## config.mk

```make
export PLATFORM = sky130hd
export DESIGN_NAME = pif_irq
export DESIGN_NICKNAME = d
export VERILOG_FILES = /design/src/hw/pif_pkg.sv /design/src/hw/pif_reg_if.sv /design/src/hw/pif_irq.sv /design/src/hw/pif_sticky.sv /design/src/hw/pif_wb_slave.sv
export VERILOG_INCLUDE_DIRS = /design/src /design/src/hw
export SDC_FILE = /design/constraint.sdc
export NUM_CORES = 1
export LEC_CHECK = 0
export ABC_AREA = 1
export ABC_CLOCK_PERIOD_IN_PS = 4500
export BUFFER_PORTS_ARGS = -buffer_cell sky130_fd_sc_hd__buf_2
export CAP_MARGIN = 20
export CORE_UTILIZATION = 39
export DETAILED_ROUTE_END_ITERATION = 6
export PLACE_DENSITY = 0.84
export SYNTH_ARGS = -nofsm -noshare
export SYNTH_HDL_FRONTEND = slang
export SYNTH_HIERARCHICAL = 1
export SYNTH_SLANG_ARGS = --single-unit
```

## constraint.sdc

```tcl
create_clock -name clk -period 4.5 [get_ports clk]
set_clock_uncertainty 0.05 [all_clocks]
set_input_delay 0.45 -clock clk [delete_from_list [all_inputs] [get_ports clk]]
set_output_delay 0.45 -clock clk [all_outputs]
set_load 0.005 [all_outputs]
```

## src/hw/pif_irq_consts.svh

```systemverilog
// Register map, field layout and reset values of the interrupt flag block
`ifndef PIF_IRQ_CONSTS_SVH
`define PIF_IRQ_CONSTS_SVH

// ----------------------------------------------------------------
// Bus geometry
// ----------------------------------------------------------------
`define PIF_DATA_W 32
`define PIF_REG_W 8
`define PIF_IDX_W 3
`define PIF_IDX_LSB 2
`define PIF_IDX_MSB 4

// ----------------------------------------------------------------
// Register indices (byte address is four times the index)
// ----------------------------------------------------------------
`define PIF_IDX_CAPTURE 3'h0
`define PIF_IDX_MISC 3'h1
`define PIF_IDX_MEASURE 3'h2
`define PIF_IDX_STATUS 3'h3
`define PIF_IDX_EVENT 3'h4
`define PIF_IDX_MASK 3'h5
`define PIF_IDX_PINSEL 3'h6

// ----------------------------------------------------------------
// Implemented bits and reset values
// ----------------------------------------------------------------
`define PIF_CAP_MASK 8'h1F
`define PIF_MISC_MASK 8'hF7
`define PIF_MEAS_MASK 8'h3F
`define PIF_RST_BYTE 8'h00
`define PIF_ST_TMR0_BIT 5
`define PIF_ST_CHG_BIT 4
`define PIF_ST_EXT_BIT 0

// ----------------------------------------------------------------
// Sticky event status and mask layout
// ----------------------------------------------------------------
`define PIF_EV_W 4
`define PIF_EV_TMR0 0
`define PIF_EV_EXT 1
`define PIF_EV_CHG 2
`define PIF_EV_REQ 3
`define PIF_EV_RST 4'h0

`endif

```

## src/hw/pif_pkg.sv

```systemverilog
// Shared types of the interrupt flag block
package pif_pkg;
    typedef logic [7:0] pif_byte_type;
    typedef logic [2:0] pif_idx_type;
    typedef logic [3:0] pif_event_type;
endpackage

```

## src/hw/pif_reg_if.sv

```systemverilog
// Register access strobes between the bus slave and the register file
`timescale 1ns/100ps
interface pif_reg_if;
    logic wr;
    logic rd;
    logic hit;
    pif_pkg::pif_idx_type idx;
    pif_pkg::pif_byte_type wdata;
    pif_pkg::pif_byte_type rdata;

    modport slave (
        output wr,
        output rd,
        output hit,
        output idx,
        output wdata,
        input rdata
    );

    modport regs (
        input wr,
        input rd,
        input hit,
        input idx,
        input wdata,
        output rdata
    );
endinterface

```

## src/hw/pif_irq.sv

```systemverilog
// Peripheral interrupt enables, core status flags and request logic
//
// Chosen here: the placing of the registers and the Wishbone register port.
`timescale 1ns/100ps
`include "pif_irq_consts.svh"
module pif_irq #(
    parameter int ADDR_W = 8,
    parameter int PIN_N = 8,
    parameter int PORTS = 5,
    parameter int PORT_W = 8
) (
    input wire logic clk,
    input wire logic rst_b,
    input wire logic ce,
    input wire logic wb_cyc,
    input wire logic wb_stb,
    input wire logic wb_we,
    input wire logic [ADDR_W-1:0] wb_adr,
    input wire logic [3:0] wb_sel,
    input wire logic [`PIF_DATA_W-1:0] wb_dat_w,
    output logic [`PIF_DATA_W-1:0] wb_dat_r,
    output logic wb_ack,
    input wire logic timer0_overflow,
    input wire logic [PIN_N-1:0] gpio,
    input wire logic ext_rising_edge,
    input wire logic [PORTS*PORT_W-1:0] port_change_flags,
    input wire logic peripheral_irq_enable,
    input wire logic [`PIF_REG_W-1:0] capture_flags,
    input wire logic [`PIF_REG_W-1:0] misc_flags,
    input wire logic [`PIF_REG_W-1:0] measure_flags,
    output logic [`PIF_REG_W-1:0] capture_irq_enable,
    output logic [`PIF_REG_W-1:0] misc_irq_enable,
    output logic [`PIF_REG_W-1:0] measure_timer_irq_enable,
    output logic [`PIF_REG_W-1:0] core_irq_status,
    output logic peripheral_irq_req,
    output logic irq
);
    localparam int SEL_W = (PIN_N > 1) ? $clog2(PIN_N) : 1;

    // ----------------------------------------------------------------
    // Declarations
    // ----------------------------------------------------------------
    pif_reg_if bus ();

    pif_pkg::pif_byte_type capture_irq_enable_r;
    pif_pkg::pif_byte_type misc_irq_enable_r;
    pif_pkg::pif_byte_type measure_timer_irq_enable_r;
    pif_pkg::pif_event_type irq_mask_r;
    pif_pkg::pif_event_type event_status;
    pif_pkg::pif_event_type event_set;
    pif_pkg::pif_byte_type status_v;
    pif_pkg::pif_byte_type rdata_nxt;
    logic [SEL_W-1:0] external_pin_select_r;
    logic pin_prev_r;
    logic pin_now;
    logic ext_event;
    logic change_notify_summary_flag_r;
    logic chg_prev_r;
    logic [1:0] core_flags;
    logic [1:0] core_wdata;
    logic peripheral_irq_req_r;
    logic req_prev_r;
    logic req_nxt;
    logic irq_r;
    logic wr_cap;
    logic wr_misc;
    logic wr_meas;
    logic wr_status;
    logic wr_mask;
    logic wr_pinsel;
    logic rd_event;

    // ----------------------------------------------------------------
    // Bus front end
    // ----------------------------------------------------------------
    pif_wb_slave #(
        .ADDR_W(ADDR_W)
    ) u_slave (
        .clk(clk),
        .rst_b(rst_b),
        .ce(ce),
        .wb_cyc(wb_cyc),
        .wb_stb(wb_stb),
        .wb_we(wb_we),
        .wb_adr(wb_adr),
        .wb_sel(wb_sel),
        .wb_dat_w(wb_dat_w),
        .wb_dat_r(wb_dat_r),
        .wb_ack(wb_ack),
        .bus(bus.slave)
    );

    // Per-register write strobes; misses are dropped silently
    assign wr_cap = bus.wr & bus.hit & (bus.idx == `PIF_IDX_CAPTURE);
    assign wr_misc = bus.wr & bus.hit & (bus.idx == `PIF_IDX_MISC);
    assign wr_meas = bus.wr & bus.hit & (bus.idx == `PIF_IDX_MEASURE);
    assign wr_status = bus.wr & bus.hit & (bus.idx == `PIF_IDX_STATUS);
    assign wr_mask = bus.wr & bus.hit & (bus.idx == `PIF_IDX_MASK);
    assign wr_pinsel = bus.wr & bus.hit & (bus.idx == `PIF_IDX_PINSEL);
    assign rd_event = bus.rd & bus.hit & (bus.idx == `PIF_IDX_EVENT);

    // ----------------------------------------------------------------
    // Enable registers
    // ----------------------------------------------------------------
    // Capture unit enables; unused top bits forced to zero
    always_ff @(posedge clk or negedge rst_b) begin
        if (!rst_b) begin
            capture_irq_enable_r <= `PIF_RST_BYTE;
        end else if (ce && wr_cap) begin
            capture_irq_enable_r <= bus.wdata & `PIF_CAP_MASK;
        end
    end

    // Scanner, checksum, memory write, oscillator and waveform enables
    always_ff @(posedge clk or negedge rst_b) begin
        if (!rst_b) begin
            misc_irq_enable_r <= `PIF_RST_BYTE;
        end else if (ce && wr_misc) begin
            misc_irq_enable_r <= bus.wdata & `PIF_MISC_MASK;
        end
    end

    // Measure timer 2 in bits 5..3, timer 1 in bits 2..0
    always_ff @(posedge clk or negedge rst_b) begin
        if (!rst_b) begin
            measure_timer_irq_enable_r <= `PIF_RST_BYTE;
        end else if (ce && wr_meas) begin
            measure_timer_irq_enable_r <= bus.wdata & `PIF_MEAS_MASK;
        end
    end

    // ----------------------------------------------------------------
    // External pin selection and event detection
    // ----------------------------------------------------------------
    // Pin select register keeps the low SEL_W bits; stored values beyond the pin count alias to pin 0
    always_ff @(posedge clk or negedge rst_b) begin
        if (!rst_b) begin
            external_pin_select_r <= '0;
        end else if (ce && wr_pinsel) begin
            external_pin_select_r <= bus.wdata[SEL_W-1:0];
        end
    end

    // Compared as int: a SEL_W-bit copy of PIN_N would wrap to zero
    assign pin_now = (int'(external_pin_select_r) < PIN_N) ?
                     gpio[external_pin_select_r] : gpio[0];

    // Previous level of the chosen pin; a reselect may fake one edge
    always_ff @(posedge clk or negedge rst_b) begin
        if (!rst_b) begin
            pin_prev_r <= 1'b0;
        end else if (ce) begin
            pin_prev_r <= pin_now;
        end
    end

    // Edge polarity comes from the core's control register
    assign ext_event = ext_rising_edge ? (pin_now & ~pin_prev_r)
                                       : (~pin_now & pin_prev_r);

    // ----------------------------------------------------------------
    // Core status flags
    // ----------------------------------------------------------------
    // Summary follows the port flags; bus writes cannot touch it
    always_ff @(posedge clk or negedge rst_b) begin
        if (!rst_b) begin
            change_notify_summary_flag_r <= 1'b0;
            chg_prev_r <= 1'b0;
        end else if (ce) begin
            change_notify_summary_flag_r <= |port_change_flags;
            chg_prev_r <= change_notify_summary_flag_r;
        end
    end

    // Bit 1 is the timer0 flag, bit 0 the external pin flag
    assign core_wdata = {bus.wdata[`PIF_ST_TMR0_BIT],
                         bus.wdata[`PIF_ST_EXT_BIT]};

    // Hardware set wins over a clearing write in the same cycle
    pif_sticky #(
        .W(2)
    ) u_core_flags (
        .clk(clk),
        .rst_b(rst_b),
        .ce(ce),
        .set({timer0_overflow, ext_event}),
        .load(wr_status),
        .d(core_wdata),
        .q(core_flags)
    );

    // Assemble the status byte; unused bits stay zero
    always_comb begin
        status_v = `PIF_RST_BYTE;
        status_v[`PIF_ST_TMR0_BIT] = core_flags[1];
        status_v[`PIF_ST_CHG_BIT] = change_notify_summary_flag_r;
        status_v[`PIF_ST_EXT_BIT] = core_flags[0];
    end

    // ----------------------------------------------------------------
    // Peripheral request toward the core
    // ----------------------------------------------------------------
    // Global enable peripheral_irq_enable gates the request here, ahead of the register
    assign req_nxt = peripheral_irq_enable &
                     (|(capture_flags & capture_irq_enable_r) |
                      |(misc_flags & misc_irq_enable_r) |
                      |(measure_flags & measure_timer_irq_enable_r));

    // Registered so the request is glitch free at the core
    always_ff @(posedge clk or negedge rst_b) begin
        if (!rst_b) begin
            peripheral_irq_req_r <= 1'b0;
            req_prev_r <= 1'b0;
        end else if (ce) begin
            peripheral_irq_req_r <= req_nxt;
            req_prev_r <= peripheral_irq_req_r;
        end
    end

    // ----------------------------------------------------------------
    // Sticky events, mask and interrupt output
    // ----------------------------------------------------------------
    always_comb begin
        event_set = `PIF_EV_RST;
        event_set[`PIF_EV_TMR0] = timer0_overflow;
        event_set[`PIF_EV_EXT] = ext_event;
        event_set[`PIF_EV_CHG] = change_notify_summary_flag_r & ~chg_prev_r;
        event_set[`PIF_EV_REQ] = peripheral_irq_req_r & ~req_prev_r;
    end

    // Read clears; an event in the reading cycle stays pending
    pif_sticky #(
        .W(`PIF_EV_W)
    ) u_events (
        .clk(clk),
        .rst_b(rst_b),
        .ce(ce),
        .set(event_set),
        .load(rd_event),
        .d(`PIF_EV_RST),
        .q(event_status)
    );

    // Mask register, same layout as the event status
    always_ff @(posedge clk or negedge rst_b) begin
        if (!rst_b) begin
            irq_mask_r <= `PIF_EV_RST;
        end else if (ce && wr_mask) begin
            irq_mask_r <= bus.wdata[`PIF_EV_W-1:0];
        end
    end

    // Level interrupt, one cycle behind the status it reflects
    always_ff @(posedge clk or negedge rst_b) begin
        if (!rst_b) begin
            irq_r <= 1'b0;
        end else if (ce) begin
            irq_r <= |(event_status & irq_mask_r);
        end
    end

    // ----------------------------------------------------------------
    // Read multiplexer
    // ----------------------------------------------------------------
    // Unmapped offsets read as zero
    always_comb begin
        rdata_nxt = `PIF_RST_BYTE;
        if (bus.hit) begin
            case (bus.idx)
                `PIF_IDX_CAPTURE: rdata_nxt = capture_irq_enable_r;
                `PIF_IDX_MISC: rdata_nxt = misc_irq_enable_r;
                `PIF_IDX_MEASURE: rdata_nxt = measure_timer_irq_enable_r;
                `PIF_IDX_STATUS: rdata_nxt = status_v;
                `PIF_IDX_EVENT: begin
                    rdata_nxt[`PIF_EV_W-1:0] = event_status;
                end
                `PIF_IDX_MASK: begin
                    rdata_nxt[`PIF_EV_W-1:0] = irq_mask_r;
                end
                `PIF_IDX_PINSEL: begin
                    rdata_nxt[SEL_W-1:0] = external_pin_select_r;
                end
                default: rdata_nxt = `PIF_RST_BYTE;
            endcase
        end
    end

    assign bus.rdata = rdata_nxt;

    // ----------------------------------------------------------------
    // Outputs
    // ----------------------------------------------------------------
    assign capture_irq_enable = capture_irq_enable_r;
    assign misc_irq_enable = misc_irq_enable_r;
    assign measure_timer_irq_enable = measure_timer_irq_enable_r;
    assign core_irq_status = status_v;
    assign peripheral_irq_req = peripheral_irq_req_r;
    assign irq = irq_r;
endmodule

```

## src/hw/pif_sticky.sv

```systemverilog
// Sticky flag vector: hardware set wins over a software load
`timescale 1ns/100ps
`include "pif_irq_consts.svh"
module pif_sticky #(
    parameter int W = 2
) (
    input wire logic clk,
    input wire logic rst_b,
    input wire logic ce,
    input wire logic [W-1:0] set,
    input wire logic load,
    input wire logic [W-1:0] d,
    output logic [W-1:0] q
);
    logic [W-1:0] q_r;

    // Set term is ORed last so a coincident clear never loses an event
    always_ff @(posedge clk or negedge rst_b) begin
        if (!rst_b) begin
            q_r <= '0;
        end else if (ce) begin
            q_r <= set | (load ? d : q_r);
        end
    end

    assign q = q_r;
endmodule

```

## src/hw/pif_wb_slave.sv

```systemverilog
// Classic Wishbone slave front end, registered ack one cycle after each access
`timescale 1ns/100ps
`include "pif_irq_consts.svh"
module pif_wb_slave #(
    parameter int ADDR_W = 8
) (
    input wire logic clk,
    input wire logic rst_b,
    input wire logic ce,
    input wire logic wb_cyc,
    input wire logic wb_stb,
    input wire logic wb_we,
    input wire logic [ADDR_W-1:0] wb_adr,
    input wire logic [3:0] wb_sel,
    input wire logic [`PIF_DATA_W-1:0] wb_dat_w,
    output logic [`PIF_DATA_W-1:0] wb_dat_r,
    output logic wb_ack,
    pif_reg_if.slave bus
);
    logic ack_r;
    logic [`PIF_DATA_W-1:0] dat_r;
    logic take;

    // A request is taken once; ack_r masks the cycle it is answered in
    assign take = wb_cyc & wb_stb & ~ack_r & ce;
    assign bus.wr = take & wb_we & wb_sel[0];
    assign bus.rd = take & ~wb_we;
    assign bus.idx = wb_adr[`PIF_IDX_MSB:`PIF_IDX_LSB];
    assign bus.wdata = wb_dat_w[`PIF_REG_W-1:0];
    // Upper address bits must be zero, otherwise the access misses
    assign bus.hit = (wb_adr[ADDR_W-1:`PIF_IDX_MSB+1] == '0);

    // Acknowledge every access, mapped or not, one cycle after it
    always_ff @(posedge clk or negedge rst_b) begin
        if (!rst_b) begin
            ack_r <= 1'b0;
        end else if (ce) begin
            ack_r <= take;
        end
    end

    // Read data held only in the ack cycle, zero otherwise
    always_ff @(posedge clk or negedge rst_b) begin
        if (!rst_b) begin
            dat_r <= '0;
        end else if (ce) begin
            if (bus.rd) begin
                dat_r <= {{(`PIF_DATA_W-`PIF_REG_W){1'b0}}, bus.rdata};
            end else begin
                dat_r <= '0;
            end
        end
    end

    assign wb_ack = ack_r;
    assign wb_dat_r = dat_r;
endmodule

```

==> Word-level counts from Yosys, hierarchy flattened <==
Index checks and enable logic that the tools add are counted.
{ "classes": {"n_eq_ne": 6, "bitwise": 34, "muxes": 10, "order_cmp": 1, "n_reduce_logical": 12} }
{ "op_table": {"columns": ["op", "n"], "rows": [
  ["$reduce_or 40->1", 1],
  ["$reduce_or 8->1", 3],
  ["$pmux 3 s7", 1],
  ["$and 1x1->1", 20],
  ["$mux 8", 2],
  ["$pmux 4 s4", 1],
  ["$eq 3x3->1 const B", 3],
  ["$and 8x5->8", 1],
  ["$and 8x6->8", 1],
  ["$and 8x8->8", 1],
  ["$eq 3x2->1 const B", 2],
  ["$logic_not 3->1", 2],
  ["$not 1->1", 6],
  ["$logic_and 1x1->1", 5],
  ["$and 4x4->4", 1],
  ["$lt 3x4->1 const B", 1],
  ["$mux 4", 1],
  ["$or 4x4->4", 1],
  ["$pmux 1 s4", 1],
  ["$reduce_or 4->1", 1],
  ["$bmux 1 s3", 1],
  ["$eq 3x1->1 const B", 1],
  ["$mux 1", 2],
  ["$mux 2", 1],
  ["2 further kinds", 3]
]} }
{ "totals": {"out_inout_bits": 67, "ff_bits": 70, "wordCells": 78} }

==> Longest topological paths before layout <==
{ "logic_depth": {"depth_word": 9, "ltp_mapped": 11} }

==> Modules after synthesis <==
The synthesis kept the hierarchy.
{ "modules_own_cells": {"columns": ["mod", "area_per_inst_um2", "n_inst", "cells_each", "seq_area_each_um2"], "rows": [
  ["pif_irq", 1994.4, 1, 311, 775.7],
  ["pif_wb_slave", 660.6, 1, 81, 225.2],
  ["pif_sticky at u_events", 192.7, 1, 22, 100.1],
  ["pif_sticky at u_core_flags", 88.8, 1, 11, 50.0]
]} }

==> Worst setup path after synthesis <==
OpenSTA, ideal clock, no wires.
{ "synth_timing": {"kind": "input to register", "start": "input wb_adr[2]", "end": "register u_events.q_r[0], in the netlist u_events/q[0]", "path_stages": 7, "arrival_ps": 1544, "setup_time_ps": 124, "slack_ps": 2782, "required_ps": 4326, "cell_sequence": "buf_4 > buf_2 > nor3_1 > and3_1 > nand2_4 > nand2_1 > nand3_1"} }
{ "synth_between": {"elab_chain_len": 4} }
{ "synth_rtl": {"columns": ["item", "line_no", "source"], "rows": [
  ["start: declaration", "pif_irq.sv:18", "input wire logic [ADDR_W-1:0] wb_adr,"],
  ["$eq 3x3->1", null, null],
  ["$and 1x1->1", "pif_irq.sv:100", "assign rd_event = bus.rd & bus.hit & (bus.idx == `PIF_IDX_EVENT);"],
  ["via rd_event", "pif_irq.sv:71", "logic rd_event;"],
  ["$mux 4", "pif_sticky.sv:22", "q_r <= set | (load ? d : q_r);"],
  ["$or 4x4->4", "pif_sticky.sv:22", null],
  ["end signal: assignment", "pif_sticky.sv:22", null],
  ["end: declaration", "pif_sticky.sv:15", "logic [W-1:0] q_r;"]
]} }
The timed path passes the listed nets, and every way through them passes these cells.
A chain may end at the register's enable or synchronous reset.

==> Worst setup path after layout <==
{ "layout_timing": {"start": "input ce", "end": "register misc_irq_enable_r[2], in the netlist misc_irq_enable[2]"} }
{ "layout_between": {"elab_chain_len": 6} }
{ "layout_rtl": {"columns": ["item", "line_no", "source"], "rows": [
  ["start: declaration", "pif_irq.sv:14", "input wire logic ce,"],
  ["$and 1x1->1", "pif_wb_slave.sv:25", "assign take = wb_cyc & wb_stb & ~ack_r & ce;"],
  ["$and 1x1->1 (2 in series)", "pif_wb_slave.sv:26", "assign bus.wr = take & wb_we & wb_sel[0];"],
  ["via bus.wr", "pif_reg_if.sv:4", "logic wr;"],
  ["$and 1x1->1 (2 in series)", "pif_irq.sv:95", "assign wr_misc = bus.wr & bus.hit & (bus.idx == `PIF_IDX_MISC);"],
  ["$logic_and 1x1->1", "pif_irq.sv:118", "end else if (ce && wr_misc) begin"],
  ["end signal: assignment", "pif_irq.sv:117", "misc_irq_enable_r <= `PIF_RST_BYTE;"],
  ["end signal: assignment", "pif_irq.sv:119", "misc_irq_enable_r <= bus.wdata & `PIF_MISC_MASK;"],
  ["end: declaration", "pif_irq.sv:46", "pif_pkg::pif_byte_type misc_irq_enable_r;"]
]} }
The timed path passes the listed nets, and every way through them passes these cells.

==> impl_metrics.csv <==
group,metric,value,unit
outcome,status,"finished, final reports clean",
critical_path,required,4.63,ns
power_and_ir_drop,powerDensity,223,mW/mm^2
power_and_ir_drop,p_comb_share,14.8,%
critical_path,critPathMaxStageDelay,0.36,ns
power_and_ir_drop,p_leak,0.00201,uW
cts,cts_sinks,46,
finish,layout_common_cells,"nand2_1, buf_2, nor2_1, dfrtp_1",
power_and_ir_drop,seqPwrFrac,54.3,%
min_path,hold_class,"primary input to asynchronous set/reset pin",
routing,detail_route.wl_per_cell,11.4,um
critical_path,startpoint,"ce",
sta,timing.fmax,480,MHz
global_route,grt_pass1_vias,2657,
finish,nets,665,
cts,clkLatencyLatePin,0.30,ns
finish,n_antenna_cell,0,
yosys,synth-edff-count,0,
floorplan,chipWidth,88.8,um
critical_path,critical_path_class,"primary input to flip-flop",
sta,fin_tns_setup,0,ns
sta,finalSetupViolCount,0,
routing,drtPass1Iterations,4,
global_route,grt_pass1_wl,11.7,mm
global_route,grt_overflow,0,
sta,drv_slew,0,
floorplan,io_pins,192,
yosys,synth_xor_area_share,0,%
critical_path,cpMostUsedCell,"nand2_1",
power_and_ir_drop,switchingPower,214,uW
global_route,antenna_found_initial,1,
yosys,synth_area_leaders,"dfrtp_1, nand2_1, buf_4",
cts,clockBufferDepth,2,
place,portBuffers,121,
sta,relSlewSlack,63.4,%
critical_path,r2r-start,"u_slave/wb_ack",
yosys,synth.area.mux_share,0,%
critical_path,startpoint_type,"primary input",
floorplan,std_cell_rows,31,
yosys,seq_area_frac_synth,39.2,%
routing,vias_per_cell,4.58,
critical_path,crit_family,"simple AND/OR/NAND/NOR gates",
yosys,yosysWarnings,6,
cts,cts_tree,"yes",
place,dpl.hpwl,5.84,mm
yosys,synth.avg_cell_area,6.91,um^2
global_route,grt_usage,19.5,%
cts,clk_pin_slew_worst_paths,0.08,ns
yosys,synth_area_leader_cell,"dfrtp_1",
yosys,synth_compound_area_share,5.75,%
floorplan,dieArea,0.00788,mm^2
critical_path,cp-end-kind,"flip-flop",
critical_path,worst-path-buf-inv,2,
critical_path,crit_chain,"buf_2 > nand2_2 > nor2_8 > inv_2 > nor2_1 > nand2_1 > nor2_2 > nand2_1 > nand2_1 > o21ai_0",
yosys,syn-instance-count,425,
yosys,synth_top_area_share,39.2,%
cts,cts_hold_buf,0,
yosys,synth.distinct_cells,26,
finish,drive_gt1_share,26.5,%
cts,post_cts_buffers,0,
cts,cts_resized,0,
finish,syn2layout_area_growth,20.3,%
yosys,ys.flop_type,"dfrtp_1",
floorplan,fp.dieH,88.8,um
sta,post-route-min-period,2.08,ns
cts,cts-root-buf,"clkbuf_8",
cts,h-tree-depth,2,
power_and_ir_drop,intPower,574,uW
routing,vias,2924,
power_and_ir_drop,ir_drop,90.8,uV
floorplan,start_util,40.5,%
routing,drt_iter0_drc,144,
place,gp_congestion,0.867,
power_and_ir_drop,clkPwrFrac,30.9,%
sta,worstMarginPinSlew,0.545,ns
routing,drt_wl_total,7.29,mm
global_route,grt_max_degree,47,
yosys,ys_ff_latch,46,
yosys,yosys.area_share.adder,0,%
finish,mostFrequentLayoutCell,"nand2_1",
yosys,synth-simple-area-share,37.5,%
cts,cts_made_buffers,5,
sta,rsz0062_at_grt,"no",
floorplan,core,0.00725,mm^2
sta,hold_ws,0.0782,ns
routing,drc,0,
power_and_ir_drop,swShare,27.1,%
yosys,synth_top_family_by_area,"simple AND/OR/NAND/NOR gates",
sta,hold_viol,0,
run,drv_cap,0,
yosys,syn_area,0.00294,mm^2
yosys,async_flop_share,100,%
critical_path,slowest_stage,"buf_2",
sta,fin_crit_sh,46.3,%
critical_path,crit_fanout,22,
critical_path,arrival,2.21,ns
routing,ant_nets,0,
cell usage after synthesis (all sizes together) (2+ instances only):
master / n
nor3: 5
conb: 2
dfrtp: 46
nand2: 152
nand4: 3
inv: 34
nor2: 57
nand3: 39
a21oi: 4
buf: 51
o21ai: 28
worst reg2reg max path: stages (launching register included):
cell     delay [ns]
dfrtp_1        0.38
inv_1          0.07
nand2_2        0.08
nor2_8         0.16
inv_2          0.06
nor2_1         0.08
nand2_1        0.11
nor2_2         0.30
nand2_1        0.32
nand2_1        0.13
o21ai_0        0.08
power by group through the flow:
stage,combinational [uW],sequential [uW],clock (uW)
2_1_floorplan,81.8,434,0
3_5_place_dp,114,436,0
3_3_place_gp,110,435,0
5_1_grt,135,429,266
4_1_cts,114,428,250
6_report,117,427,243
final timing paths:
check | endpoint | slack [ns] | cells after the start
max | misc_irq_enable[2] | 2.42 | 10
max reg2reg | misc_irq_enable[2] | 2.55 | 10
min in group clk | u_events/q[0] | 0.33 | 3
min reg2reg | u_slave/wb_dat_r[7] | 0.44 | 2
max in group asynchronous | irq_mask_r[1] | 3.82 | 2
min | capture_irq_enable[1] | 0.08 | 1
flip-flops by register name, indices dropped and copies added, names as in the netlist, 2 cells and up:
name / count
u_slave/wb_dat_r: 8
misc_irq_enable: 7
measure_timer_irq_enable: 6
capture_irq_enable: 5
irq_mask_r: 4
u_events/q: 4
external_pin_select_r: 3
u_core_flags/q: 2
routing by layer:
layer	GRT usage, %	routed length (um)
met1	22.5	3030
met2	35.9	3650
met3	4.48	514
met4	5.57	98
met5	0	0
cell families (layout without fill, tap and decap cells):
logic type,Yosys count,in the layout
buffers and inverters,85,163
flip-flops,46,46
AO/OA/AOI/OAI,33,33
other,2,39
AND/OR/NAND/NOR,259,259
per-stage QoR:
step,area (um^2),instances,setup WS [ns],utilization (%),total power [uW]
floorplan,3080,462,2.78,-,516
global placement,3430,631,2.14,47.2,545
detailed placement,3430,631,2.08,47.2,550
CTS,3500,638,2.41,48.3,792
global route,3530,639,2.20,48.7,830
finish,3530,639,2.42,48.7,787
final cells by class:
class	count	area, um^2
multi-input combinational	331	1420
inverter	34	128
fill	735	3720
clock inverter	2	10.0
clock buffer	5	68.8
timing repair buffer	122	633
sequential	46	1150
tap	99	124
Note: power is estimated with default switching activity, not from simulation.
